--- src/rbac_defs.vh ---
// constants for the reset, brownout and access control block
// assumes a 20 MHz system clock and an 8-bit digitised supply code
`ifndef RBAC_DEFS_VH
`define RBAC_DEFS_VH
`define RBAC_CLK_NS        50
`define RBAC_PIN_PULSE_NS  50
`define RBAC_PIN_MIN_CYC   ((`RBAC_PIN_PULSE_NS + `RBAC_CLK_NS - 1) / `RBAC_CLK_NS)
`define RBAC_HOLD_CYC      4'h8
`define RBAC_RESET_VECTOR  32'h0000_0000
// sequencer states
`define RBAC_ST_WAIT_VDD   3'h0
`define RBAC_ST_FRO        3'h1
`define RBAC_ST_FLASH      3'h2
`define RBAC_ST_HOLD       3'h3
`define RBAC_ST_RUN        3'h4
// clock sources
`define RBAC_CLK_FRO       2'h0
`define RBAC_CLK_LOW_POWER_OSC     2'h1
`define RBAC_CLK_EXT       2'h2
// brownout thresholds, supply codes
`define RBAC_BOD_RST_LVL0  8'h50
`define RBAC_BOD_RST_LVL1  8'h58
`define RBAC_BOD_RST_LVL2  8'h60
`define RBAC_BOD_RST_LVL3  8'h68
`define RBAC_BOD_IRQ_LVL0  8'h00
`define RBAC_BOD_IRQ_LVL1  8'h70
`define RBAC_BOD_IRQ_LVL2  8'h78
`define RBAC_BOD_IRQ_LVL3  8'h80
// protection word patterns
`define RBAC_PROT_PAT_NOPIN 32'h4e69_5350
`define RBAC_PROT_PAT_ONE   32'h1234_5678
`define RBAC_PROT_PAT_TWO   32'h8765_4321
`define RBAC_PROT_PAT_THREE 32'h4321_8765
// protection levels
`define RBAC_LVL_NONE      2'h0
`define RBAC_LVL_ONE       2'h1
`define RBAC_LVL_TWO       2'h2
`define RBAC_LVL_THREE     2'h3
// programming command classes
`define RBAC_CMD_READ      3'h0
`define RBAC_CMD_WRITE     3'h1
`define RBAC_CMD_ERASE_SEC 3'h2
`define RBAC_CMD_ERASE_ALL 3'h3
`define RBAC_CMD_GO        3'h4
`define RBAC_CMD_INFO      3'h5
// debug resources
`define RBAC_NUM_BKPT      3'h4
`define RBAC_NUM_WATCH     2'h2
`endif

--- src/rbac_bod.v ---
// brownout comparators: four reset levels and three interrupt levels
// assumes the supply arrives as an unsigned digitised code
`timescale 1ns/100ps
`include "rbac_defs.vh"
module rbac_bod (
   input  wire       clk_sys,     // system clock
   input  wire       rst_n,       // power-on reset, active low
   input  wire [7:0] vdd_code,    // supply code
   input  wire [1:0] irq_sel,     // interrupt level, 0 is off
   input  wire [1:0] rst_sel,     // reset level
   input  wire       rst_en,      // forced reset enable
   output wire       irq_out,     // below interrupt level
   output wire       rst_req      // forced reset request
);
   reg irq_reg;
   reg rst_req_reg;

   function [7:0] rst_thr;
      input [1:0] sel;
      case (sel)
         2'h0:    rst_thr = `RBAC_BOD_RST_LVL0;
         2'h1:    rst_thr = `RBAC_BOD_RST_LVL1;
         2'h2:    rst_thr = `RBAC_BOD_RST_LVL2;
         default: rst_thr = `RBAC_BOD_RST_LVL3;
      endcase
   endfunction

   function [7:0] irq_thr;
      input [1:0] sel;
      case (sel)
         2'h0:    irq_thr = `RBAC_BOD_IRQ_LVL0;
         2'h1:    irq_thr = `RBAC_BOD_IRQ_LVL1;
         2'h2:    irq_thr = `RBAC_BOD_IRQ_LVL2;
         default: irq_thr = `RBAC_BOD_IRQ_LVL3;
      endcase
   endfunction

   always @(posedge clk_sys) begin
      if (!rst_n) begin
         irq_reg     <= 1'b0;
         rst_req_reg <= 1'b0;
      end else begin
         irq_reg     <= vdd_code < irq_thr(irq_sel);
         rst_req_reg <= rst_en & (vdd_code < rst_thr(rst_sel));
      end
   end

   assign irq_out = irq_reg;
   assign rst_req = rst_req_reg;
endmodule

--- src/rbac_sync2.v ---
// two-stage level synchroniser
// assumes one clock and synchronous active-low reset
`timescale 1ns/100ps
module rbac_sync2 #(
   parameter RST_VAL = 1'b1
) (
   input  wire clk_sys,   // system clock
   input  wire rst_n,     // reset, active low
   input  wire d_in,      // level to carry over
   output wire q_out      // synchronised level
);
   reg stage1_reg;
   reg stage2_reg;

   always @(posedge clk_sys) begin
      if (!rst_n) begin
         stage1_reg <= RST_VAL;
         stage2_reg <= RST_VAL;
      end else begin
         stage1_reg <= d_in;
         stage2_reg <= stage1_reg;
      end
   end

   assign q_out = stage2_reg;
endmodule

--- src/rbac_top.v ---
// reset sequencing, brownout and access control of a small controller
// assumes supply, oscillator and flash report readiness as levels
`timescale 1ns/100ps
`include "rbac_defs.vh"
module rbac_top (
   input  wire        clk_sys,          // system clock
   input  wire        rst_n,            // power-on reset, active low
   input  wire        reset_pin_in,     // external reset pin level
   input  wire        wdt_rst_req,      // watchdog reset request
   input  wire        vdd_usable,       // supply reached usable level
   input  wire [7:0]  vdd_code,         // digitised supply
   input  wire        fro_ready,        // oscillator running
   input  wire        flash_init_done,  // flash controller ready
   input  wire [31:0] prot_word_in,     // flash protection word
   input  wire        low_power_osc_ready,      // low-power oscillator stable
   input  wire        ext_clk_ready,    // external clock stable
   input  wire        clk_sel_we,       // software clock select write
   input  wire [1:0]  clk_sel_wdata,    // requested clock source
   input  wire        bod_cfg_we,       // brownout settings write
   input  wire [1:0]  bod_irq_sel_in,   // interrupt level select
   input  wire [1:0]  bod_rst_sel_in,   // reset level select
   input  wire        bod_rst_en_in,    // forced reset enable
   input  wire        isp_pin_req,      // programming entry pin asserted
   input  wire        isp_cmd_valid,    // programming command offered
   input  wire [2:0]  isp_cmd_class,    // programming command class
   input  wire [4:0]  isp_sector,       // sector addressed by command
   input  wire        iap_cmd_valid,    // firmware programming command
   input  wire [3:0]  dbg_bkpt_req,     // breakpoints asked for
   input  wire [1:0]  dbg_watch_req,    // watchpoints asked for
   output wire        chip_rst_n,       // chip reset, active low
   output wire        fro_en,           // oscillator enable
   output wire        flash_init_req,   // flash initialise request
   output wire [31:0] cpu_fetch_addr,   // first fetch address
   output wire        cpu_start,        // one-cycle start pulse
   output wire [1:0]  clk_src_sel,      // active clock source
   output wire        bod_irq,          // interrupt to controller
   output wire        bod_status,       // polled brownout status
   output wire [1:0]  bod_irq_sel,      // current interrupt level
   output wire [1:0]  bod_rst_sel,      // current reset level
   output wire        bod_rst_en,       // current forced reset enable
   output wire [1:0]  prot_level,       // active protection level
   output wire        isp_pin_dis,      // pin entry disabled
   output wire        isp_enter,        // enter programming via pin
   output wire        isp_cmd_grant,    // programming command allowed
   output wire        iap_cmd_grant,    // firmware command allowed
   output wire        swd_en,           // two-wire debug enabled
   output wire        jtag_bscan_en,    // boundary scan mode
   output wire        jtag_pin_route,   // scan functions on pins
   output wire        jtag_cpu_dbg,     // scan port debug path
   output wire [3:0]  dbg_bkpt_en,      // breakpoints granted
   output wire [1:0]  dbg_watch_en,     // watchpoints granted
   output wire        rst_cause_pin,    // last reset from pin
   output wire        rst_cause_wdt,    // last reset from watchdog
   output wire        rst_cause_bod     // last reset from brownout
);
   reg  [2:0]  state_reg;
   reg  [2:0]  state_next;
   reg  [3:0]  hold_cnt_reg;
   reg  [3:0]  hold_cnt_next;
   reg  [2:0]  pin_low_cnt_reg;
   reg         fro_en_reg;
   reg         start_reg;
   reg  [31:0] fetch_addr_reg;
   reg  [1:0]  clk_src_reg;
   reg  [1:0]  bod_irq_sel_reg;
   reg  [1:0]  bod_rst_sel_reg;
   reg         bod_rst_en_reg;
   reg  [1:0]  prot_level_reg;
   reg         isp_pin_dis_reg;
   reg         cause_pin_reg;
   reg         cause_wdt_reg;
   reg         cause_bod_reg;
   reg  [3:0]  bkpt_en_reg;
   reg  [1:0]  watch_en_reg;
   reg         cmd_ok;
   wire        pin_sync;
   wire        pin_req;
   wire        bod_rst_req;
   wire        bod_irq_w;
   wire        any_req;
   wire        in_run;
   wire        clk_req_ok;

   localparam [31:0] PIN_MIN_CYC = `RBAC_PIN_MIN_CYC;

   // protection pattern to level
   function [1:0] prot_decode;
      input [31:0] word;
      case (word)
         `RBAC_PROT_PAT_ONE:   prot_decode = `RBAC_LVL_ONE;
         `RBAC_PROT_PAT_TWO:   prot_decode = `RBAC_LVL_TWO;
         `RBAC_PROT_PAT_THREE: prot_decode = `RBAC_LVL_THREE;
         default:              prot_decode = `RBAC_LVL_NONE;
      endcase
   endfunction

   rbac_sync2 #(
      .RST_VAL (1'b1)
   ) u_pin_sync (
      .clk_sys (clk_sys),
      .rst_n   (rst_n),
      .d_in    (reset_pin_in),
      .q_out   (pin_sync)
   );

   rbac_bod u_bod (
      .clk_sys  (clk_sys),
      .rst_n    (rst_n),
      .vdd_code (vdd_code),
      .irq_sel  (bod_irq_sel_reg),
      .rst_sel  (bod_rst_sel_reg),
      .rst_en   (bod_rst_en_reg),
      .irq_out  (bod_irq_w),
      .rst_req  (bod_rst_req)
   );

   always @(posedge clk_sys) begin
      if (!rst_n) begin
         pin_low_cnt_reg <= 3'h0;
      end else if (pin_sync) begin
         pin_low_cnt_reg <= 3'h0;
      end else if (pin_low_cnt_reg != 3'h7) begin
         pin_low_cnt_reg <= pin_low_cnt_reg + 3'h1;
      end
   end

   assign pin_req = ({29'h0, pin_low_cnt_reg} >= PIN_MIN_CYC) | ~pin_sync;

   assign any_req = pin_req | wdt_rst_req | bod_rst_req;
   assign in_run  = (state_reg == `RBAC_ST_RUN);

   assign chip_rst_n = in_run & ~any_req & reset_pin_in;

   always @* begin
      state_next    = state_reg;
      hold_cnt_next = hold_cnt_reg;
      case (state_reg)
         `RBAC_ST_WAIT_VDD: begin
            if (vdd_usable && !any_req) begin
               state_next = `RBAC_ST_FRO;
            end
         end
         `RBAC_ST_FRO: begin
            if (fro_ready) begin
               state_next = `RBAC_ST_FLASH;
            end
         end
         `RBAC_ST_FLASH: begin
            if (flash_init_done) begin
               state_next    = `RBAC_ST_HOLD;
               hold_cnt_next = 4'h0;
            end
         end
         `RBAC_ST_HOLD: begin
            hold_cnt_next = hold_cnt_reg + 4'h1;
            if (hold_cnt_reg == `RBAC_HOLD_CYC - 4'h1) begin
               state_next = `RBAC_ST_RUN;
            end
         end
         `RBAC_ST_RUN: begin
            state_next = `RBAC_ST_RUN;
         end
         default: begin
            state_next = `RBAC_ST_WAIT_VDD;
         end
      endcase
      if (any_req || !vdd_usable) begin
         state_next = `RBAC_ST_WAIT_VDD;
      end
   end

   always @(posedge clk_sys) begin
      if (!rst_n) begin
         state_reg    <= `RBAC_ST_WAIT_VDD;
         hold_cnt_reg <= 4'h0;
      end else begin
         state_reg    <= state_next;
         hold_cnt_reg <= hold_cnt_next;
      end
   end

   always @(posedge clk_sys) begin
      if (!rst_n) begin
         fro_en_reg <= 1'b0;
      end else if (state_reg == `RBAC_ST_FRO) begin
         fro_en_reg <= 1'b1;
      end
   end

   assign flash_init_req = (state_reg == `RBAC_ST_FLASH);

   always @(posedge clk_sys) begin
      if (!rst_n) begin
         start_reg      <= 1'b0;
         fetch_addr_reg <= `RBAC_RESET_VECTOR;
      end else begin
         start_reg      <= (state_reg == `RBAC_ST_HOLD) &&
                           (state_next == `RBAC_ST_RUN);
         fetch_addr_reg <= `RBAC_RESET_VECTOR;
      end
   end

   assign clk_req_ok = (clk_sel_wdata == `RBAC_CLK_FRO) ||
                       ((clk_sel_wdata == `RBAC_CLK_LOW_POWER_OSC) && low_power_osc_ready) ||
                       ((clk_sel_wdata == `RBAC_CLK_EXT) && ext_clk_ready);

   always @(posedge clk_sys) begin
      if (!rst_n || !in_run) begin
         clk_src_reg <= `RBAC_CLK_FRO;
      end else if (clk_sel_we && clk_req_ok) begin
         clk_src_reg <= clk_sel_wdata;
      end
   end

   always @(posedge clk_sys) begin
      if (!rst_n) begin
         bod_irq_sel_reg <= 2'h0;
         bod_rst_sel_reg <= 2'h0;
         bod_rst_en_reg  <= 1'b0;
      end else if (bod_cfg_we) begin
         bod_irq_sel_reg <= bod_irq_sel_in;
         bod_rst_sel_reg <= bod_rst_sel_in;
         bod_rst_en_reg  <= bod_rst_en_in;
      end
   end

   // reset cause flags, set on request, cleared by power-on or by a request from another source
   always @(posedge clk_sys) begin
      if (!rst_n) begin
         cause_pin_reg <= 1'b0;
         cause_wdt_reg <= 1'b0;
         cause_bod_reg <= 1'b0;
      end else begin
         cause_pin_reg <= pin_req | (cause_pin_reg & ~(wdt_rst_req | bod_rst_req));
         cause_wdt_reg <= wdt_rst_req | (cause_wdt_reg & ~(pin_req | bod_rst_req));
         cause_bod_reg <= bod_rst_req | (cause_bod_reg & ~(pin_req | wdt_rst_req));
      end
   end

   always @(posedge clk_sys) begin
      if (!rst_n) begin
         prot_level_reg  <= `RBAC_LVL_NONE;
         isp_pin_dis_reg <= 1'b0;
      end else if (flash_init_req && flash_init_done) begin
         prot_level_reg  <= prot_decode(prot_word_in);
         isp_pin_dis_reg <= (prot_word_in == `RBAC_PROT_PAT_NOPIN);
      end
   end

   assign isp_enter = isp_pin_req & ~isp_pin_dis_reg &
                      (prot_level_reg != `RBAC_LVL_THREE);

   // programming command filter per level
   always @* begin
      cmd_ok = 1'b0;
      case (prot_level_reg)
         `RBAC_LVL_NONE: begin
            cmd_ok = 1'b1;
         end
         `RBAC_LVL_ONE: begin
            case (isp_cmd_class)
               `RBAC_CMD_WRITE:     cmd_ok = (isp_sector != 5'h00);
               `RBAC_CMD_ERASE_SEC: cmd_ok = (isp_sector != 5'h00);
               `RBAC_CMD_GO:        cmd_ok = 1'b1;
               `RBAC_CMD_INFO:      cmd_ok = 1'b1;
               default:             cmd_ok = 1'b0;
            endcase
         end
         `RBAC_LVL_TWO: begin
            case (isp_cmd_class)
               `RBAC_CMD_ERASE_ALL: cmd_ok = 1'b1;
               `RBAC_CMD_WRITE:     cmd_ok = 1'b1;
               `RBAC_CMD_INFO:      cmd_ok = 1'b1;
               default:             cmd_ok = 1'b0;
            endcase
         end
         default: begin
            cmd_ok = 1'b0;
         end
      endcase
   end

   assign isp_cmd_grant = isp_cmd_valid & cmd_ok & in_run;

   assign iap_cmd_grant = iap_cmd_valid & in_run;

   assign jtag_bscan_en  = ~pin_sync;
   assign jtag_pin_route = ~pin_sync;

   assign swd_en = chip_rst_n & pin_sync & (prot_level_reg == `RBAC_LVL_NONE);

   assign jtag_cpu_dbg = 1'b0;

   always @(posedge clk_sys) begin
      if (!rst_n || !swd_en) begin
         bkpt_en_reg  <= 4'h0;
         watch_en_reg <= 2'h0;
      end else begin
         bkpt_en_reg  <= dbg_bkpt_req;
         watch_en_reg <= dbg_watch_req;
      end
   end

   assign fro_en         = fro_en_reg;
   assign cpu_fetch_addr = fetch_addr_reg;
   assign cpu_start      = start_reg;
   assign clk_src_sel    = clk_src_reg;
   assign bod_status     = bod_irq_w;
   assign bod_irq        = bod_irq_w;
   assign bod_irq_sel    = bod_irq_sel_reg;
   assign bod_rst_sel    = bod_rst_sel_reg;
   assign bod_rst_en     = bod_rst_en_reg;
   assign prot_level     = prot_level_reg;
   assign isp_pin_dis    = isp_pin_dis_reg;
   assign dbg_bkpt_en    = bkpt_en_reg;
   assign dbg_watch_en   = watch_en_reg;
   assign rst_cause_pin  = cause_pin_reg;
   assign rst_cause_wdt  = cause_wdt_reg;
   assign rst_cause_bod  = cause_bod_reg;
endmodule

--- config.mk ---
export PLATFORM = sky130hd
export DESIGN_NAME = rbac_top
export DESIGN_NICKNAME = d
export VERILOG_FILES = /design/src/rbac_bod.v /design/src/rbac_sync2.v /design/src/rbac_top.v
export VERILOG_INCLUDE_DIRS = /design/src
export SDC_FILE = /design/constraint.sdc
export NUM_CORES = 1
export LEC_CHECK = 0
export BUFFER_PORTS_ARGS = -buffer_cell sky130_fd_sc_hd__buf_2
export CAP_MARGIN = 20
export CORE_UTILIZATION = 46
export DETAILED_ROUTE_END_ITERATION = 10
export HOLD_SLACK_MARGIN = 0.15
export PLACE_DENSITY = 0.85
export SYNTH_ARGS = -nofsm -noshare
export SYNTH_HDL_FRONTEND = slang
export SYNTH_SLANG_ARGS = --single-unit
--- constraint.sdc ---
create_clock -name clk_sys -period 3.2 [get_ports clk_sys]
set_input_delay 0.48 -clock clk_sys [delete_from_list [all_inputs] [get_ports clk_sys]]
set_output_delay 0.48 -clock clk_sys [all_outputs]
set_load 0.02 [all_outputs]
==> results.ini, run 1 <==
[routing]
vias=1976
drtIter0Drc=83
ant_nets=0
wl_per_cell_um=11.2
drtPass1Iterations=8
via_per_inst=4.87
drc_errors=0
drt_wl_total_um=4530

[synth]
synthTopCellsByArea=dfxtp_1 32%, buf_4 12%, ha_1 6.9%, nor2b_1 3.2%, nand2_1 2.9%
synth_simple_gate_area_frac=0.318
synth_adder_area_share=0.0688
synth-seq-area-share=0.321
synth_top_area_cell=dfxtp_1
avgSynthCellArea_um2=8.59
synth_edf_count=0
synth_top_area_frac=0.321
synth_top_family_by_area=simple AND/OR/NAND/NOR gates
synth_compound_area_frac=0.103
synth_ff_type=dfxtp_1
muxShareOfSynthArea=0.0275
synth-seq-cells=35
synthArstFlopShare=0
yosysWarnings=0
mappedNetlistArea_um2=2180
synth_xor_area_frac=0.00402
synth_cell_types=49
synth_cells=254

[place]
gp_congestion=0.832
dp_hpwl_um=3770
placement.cell_area_um2=2570
port_buffers=102
dpl.cell_count=398

[clock_network]
cts_num_sinks=35
cts_made_buffers=5
hold_buffers=0
cts.repair.resized=0
cts_tree=built
cts_setup_buffers=0
max-clock-path-buffers=2
clk_pin_slew_ns=0.07
clk_latency_ns=0.29
cts_root_buf=clkbuf_8
htree_levels=2

[grt]
grt_remaining_overflow=0
grt_max_degree=25
first_global_vias=1782
grt_pass1_wl_um=7280
grt.total_usage=0.179
antenna_found_initial=0

[sta]
post-route-min-period_ns=2.28
setup_violations=0
hold_viol=0
fin_skew_ns=0.00500
fin_crit_sh=0.711
worst_hold_slack_ns=0.387
max_freq_ghz=0.440
finalSetupTns_ns=0
rsz0062_at_grt=false
drv_slew=0

[finish]
final_cell_mix=102 x buf_2, 35 x dfxtp_1, 33 x conb_1
fin_area_um2=2690
antenna_cells=0
multi_input_area_um2=1260
mostFrequentLayoutCell=buf_2
regArea_um2=701
final.fill_count=404
stdcell_count=406
area_growth_pct=23.2
final_core_util=0.605
drive_above_1_share=0.336
nets=440

[floorplanning]
die_x_um=70.9
rows=24
start_util=0.491
die-area_um2=5020
ios=139
core_area_um2=4440
die_h_um=70.9

[critical_path]
cp-end-kind=output pin
cp-start-kind=register
arrival_ns=1.80
r2r-end=u_bod.irq_out
reg2reg_from=bod_irq_sel[0]
r2r_slack_ns=1.45
crit_type=register to output pin
crit_path_max_fanout=5
reg2reg_depth=7
cp.required_ns=2.72

[job]
drv_cap=0

[pwr]
vdd_drop_max_mv=0.172
p_leak_nw=1.32
power_density_nw_per_um2=379

[run_status]
status=finished clean

[worst_hold_path]
hold_end=dbg_bkpt_en[2]
hp-start=dbg_bkpt_req[2]
holdPathStages=2
hold_path.class=primary input to register

[routing by layer]
layer,GRT usage,part of all wire,vias up
met1,0.200,0.41,888
met4,0.0556,0.013,0
li1,-,-,1013
met3,0.0427,0.059,5
met5,0,0,-
met2,0.333,0.52,70
[worst max-delay path by stage]
stage	from	end	slack, ns	depth (start not counted)
4_1_cts	pin_low_cnt_reg[0]	swd_en	0.91	5
2_1_floorplan	pin_low_cnt_reg[0]	swd_en	1.17	4
3_3_place_gp	isp_cmd_class[2]	isp_cmd_grant	1.13	6
3_5_place_dp	isp_cmd_class[2]	isp_cmd_grant	1.11	6
5_1_grt	pin_low_cnt_reg[0]	swd_en	0.82	5
6_report	pin_low_cnt_reg[0]	swd_en	0.92	5
[kinds of logic (layout without fill, tap and decap cells)]
group,Yosys count,after routing
multiplexers,6,6
XOR/XNOR,1,1
other,1,33
adder cells (fa/ha/maj),12,12
buffers and inverters,52,120
flip-flops,35,35
AND/OR/NAND/NOR,111,111
AO/OA/AOI/OAI,36,36
[critical path, cell delays in order (launching register included)]
cell,delay [ns]
dfxtp_1,0.35
or3_4,0.41
nor3_4,0.24
nand3_4,0.14
nor3_1,0.18
buf_2,0.19
[synthesized netlist by cell type (4+ instances only)]
library cell and n:
mux2i_1 6, dfxtp_1 35, inv_1 10, nor3b_1 5, and2_1 8, ha_1 12
nor2b_1 11, o21ai_0 7, nand2b_1 7, nor2_1 17, nor3_1 5, nand3_1 8
nand4_1 5, nor4_1 4, buf_4 36, a21oi_1 11, nand2_1 17, clkbuf_1 4
[where the power goes]
group          switching, W  internal, W  leakage [nW]  total, W
clock network      0.000159     0.000232        0.0581  0.000391
logic              0.000104    0.0000712         0.974  0.000175
registers        0.00000705     0.000445         0.284  0.000452
total              0.000270     0.000748          1.32   0.00102
[through the flow]
stage	power, W	setup slack (ns)
global placement	0.000633	1.13
floorplan	0.000600	1.17
detailed placement	0.000638	1.11
CTS	0.00103	0.914
finish	0.00102	0.925
global route	0.00106	0.821
[layout make-up]
| type | count | area share |
|---|---|---|
| Multi-Input combinational cell | 199 | 0.469 |
| Sequential cell | 35 | 0.261 |
| Timing Repair Buffer | 102 | 0.190 |
| Clock buffer | 5 | 0.0256 |
| Tap cell | 52 | 0.0242 |
| Clock inverter | 3 | 0.0163 |
| Inverter | 10 | 0.0140 |
Power figures use the tool's default switching activity.
==> run 2: changes to the inputs <==
Settings changed: CORE_UTILIZATION 46 to 43, PLACE_DENSITY 0.85 to 0.8.
Clock period 3.2 ns to 2.3 ns, I/O delays scaled along.
==> results.ini, run 2 (synthesized netlist as in run 1, its figures left out) <==
[run_status]
status=finished clean  ; unchanged

[finish]
final.fill_count=455  ; was 404
mostFrequentLayoutCell=buf_2  ; unchanged
antenna_cells=0  ; unchanged
drive_above_1_share=0.333  ; was 0.336
final_cell_mix=102 x buf_2, 35 x dfxtp_1, 33 x conb_1  ; unchanged
area_growth_pct=25.0  ; was 23.2%
nets=440  ; unchanged

[grt]
grt_pass1_wl_um=7180  ; was 7280 µm
antenna_found_initial=0  ; unchanged
grt.total_usage=0.171  ; was 0.179
grt_remaining_overflow=0  ; unchanged
first_global_vias=1723  ; was 1,782
grt_max_degree=25  ; unchanged

[place]
port_buffers=102  ; unchanged
dp_hpwl_um=3820  ; was 3770 µm
gp_congestion=0.797  ; was 0.832
dpl_worst_slack_ns=0.445  ; was 1.11 ns

[sta]
hold_viol=0  ; unchanged
post-route-min-period_ns=2.11
setup_violations=0  ; unchanged
max_freq_ghz=0.475
finalSetupTns_ns=0  ; unchanged
fin_crit_sh=0.916
worst_slack_ns=0.194  ; was 0.925 ns
drv_slew=0  ; unchanged
rsz0062_at_grt=false  ; unchanged
fin_skew_ns=0.00506  ; was 0.00500 ns

[clock_network]
hold_buffers=0  ; unchanged
cts_root_buf=clkbuf_8  ; unchanged
cts.repair.resized=0  ; unchanged
cts_tree=built  ; unchanged
max-clock-path-buffers=2  ; unchanged
htree_levels=2  ; unchanged
clk_latency_ns=0.29  ; about the same
cts_num_sinks=35  ; unchanged
clk_pin_slew_ns=0.07  ; about the same
cts_made_buffers=5  ; unchanged
cts_setup_buffers=0  ; unchanged

[critical_path]
reg2reg_depth=7  ; unchanged
crit_path_max_fanout=5  ; unchanged
crit_chain=or3_4, nor3_4, nand3_4, nor3_1, buf_2  ; unchanged
crit_type=register to output pin  ; unchanged
slowest_delay_ns=0.40  ; was 0.41 ns
critical_path.slowest_cell=or3_4  ; unchanged
arrival_ns=1.76  ; was 1.80 ns
cp-start-kind=register  ; unchanged
cp-end-kind=output pin  ; unchanged
cp.required_ns=1.96  ; was 2.72 ns

[worst_hold_path]
holdPathStages=2  ; unchanged
hold_path.class=primary input to register  ; unchanged

[routing]
ant_nets=0  ; unchanged
drtIter0Drc=78  ; was 83
drtPass1Iterations=4  ; was 8
drt_wl_total_um=4690  ; was 4530 µm
via_per_inst=4.74  ; was 4.87
vias=1997  ; was 1,976
drc_errors=0  ; unchanged
wl_per_cell_um=11.1  ; was 11.2 µm

[floorplanning]
rows=25  ; was 24
die_h_um=73.2  ; was 70.9 µm
core_area_um2=4790  ; was 4440 µm²
die_x_um=73.2  ; was 70.9 µm
die-area_um2=5360  ; was 5020 µm²
start_util=0.456  ; was 0.491
ios=139  ; unchanged

[job]
drv_cap=0  ; unchanged

[pwr]
vdd_drop_max_mv=0.254  ; was 0.172 mV
p_leak_nw=1.32  ; about the same
power_density_nw_per_um2=561  ; was 379 nW/µm²

[run 2: cell types whose count changed in the layout (fill, tap and decap cells not counted), sizes merged]
cell / before / now
clkbuf: 5 / 6
clkinv: 2 / 0
bufinv: 1 / 2
[run 2: layout make-up]
cell class	count	area [µm²]	share of cell area
Multi-Input combinational cell	199	1260	0.463
Timing Repair Buffer	102	510	0.187
Tap cell	67	83.8	0.0307
Sequential cell	35	701	0.257
Clock inverter	2	60.1	0.0220
Clock buffer	6	72.6	0.0266
Inverter	10	37.5	0.0138
[run 2: final timing paths]
path                            to  slack, ns             startpoint
hold reg to reg   u_pin_sync.q_out       0.43  u_pin_sync.stage1_reg
hold / removal     dbg_watch_en[0]       0.26       dbg_watch_req[0]
setup / recovery            swd_en       0.19     pin_low_cnt_reg[0]
setup reg to reg     u_bod.irq_out       0.55         bod_irq_sel[0]
[run 2: power breakdown]
part	internal, W	leakage (nW)	switching (W)
sequential	0.000619	0.284	0.00000990
clock	0.000433	0.0654	0.000222
combinational	0.0000991	0.974	0.000145
[run 2: metal layers]
layer	wire length (µm)	global-route usage	vias to the layer above
met5	0	0	-
met4	42	0.0414	0
met3	409	0.0649	4
met2	2280	0.295	84
met1	1950	0.199	895
li1	-	-	1014
[run 2: metrics by stage]
step | util | cell area [µm²] | hold WS, ns | power (W) | cells
3_3_place_gp | 0.542 | 2590 | 0.395 | 0.000881 | 413
5_1_grt | 0.570 | 2730 | 0.253 | 0.00160 | 421
4_1_cts | 0.570 | 2730 | 0.245 | 0.00155 | 421
2_1_floorplan | - | 2300 | 0.386 | 0.000835 | 286
3_5_place_dp | 0.542 | 2590 | 0.401 | 0.000887 | 413
6_report | 0.570 | 2730 | 0.255 | 0.00153 | 421
[run 2: critical path: cells and delay by family, from the launching register on]
kind                   cells  cell delay, ns
buffers and inverters      1            0.19
and+or+nand+nor            4            0.94
DFF                        1            0.35
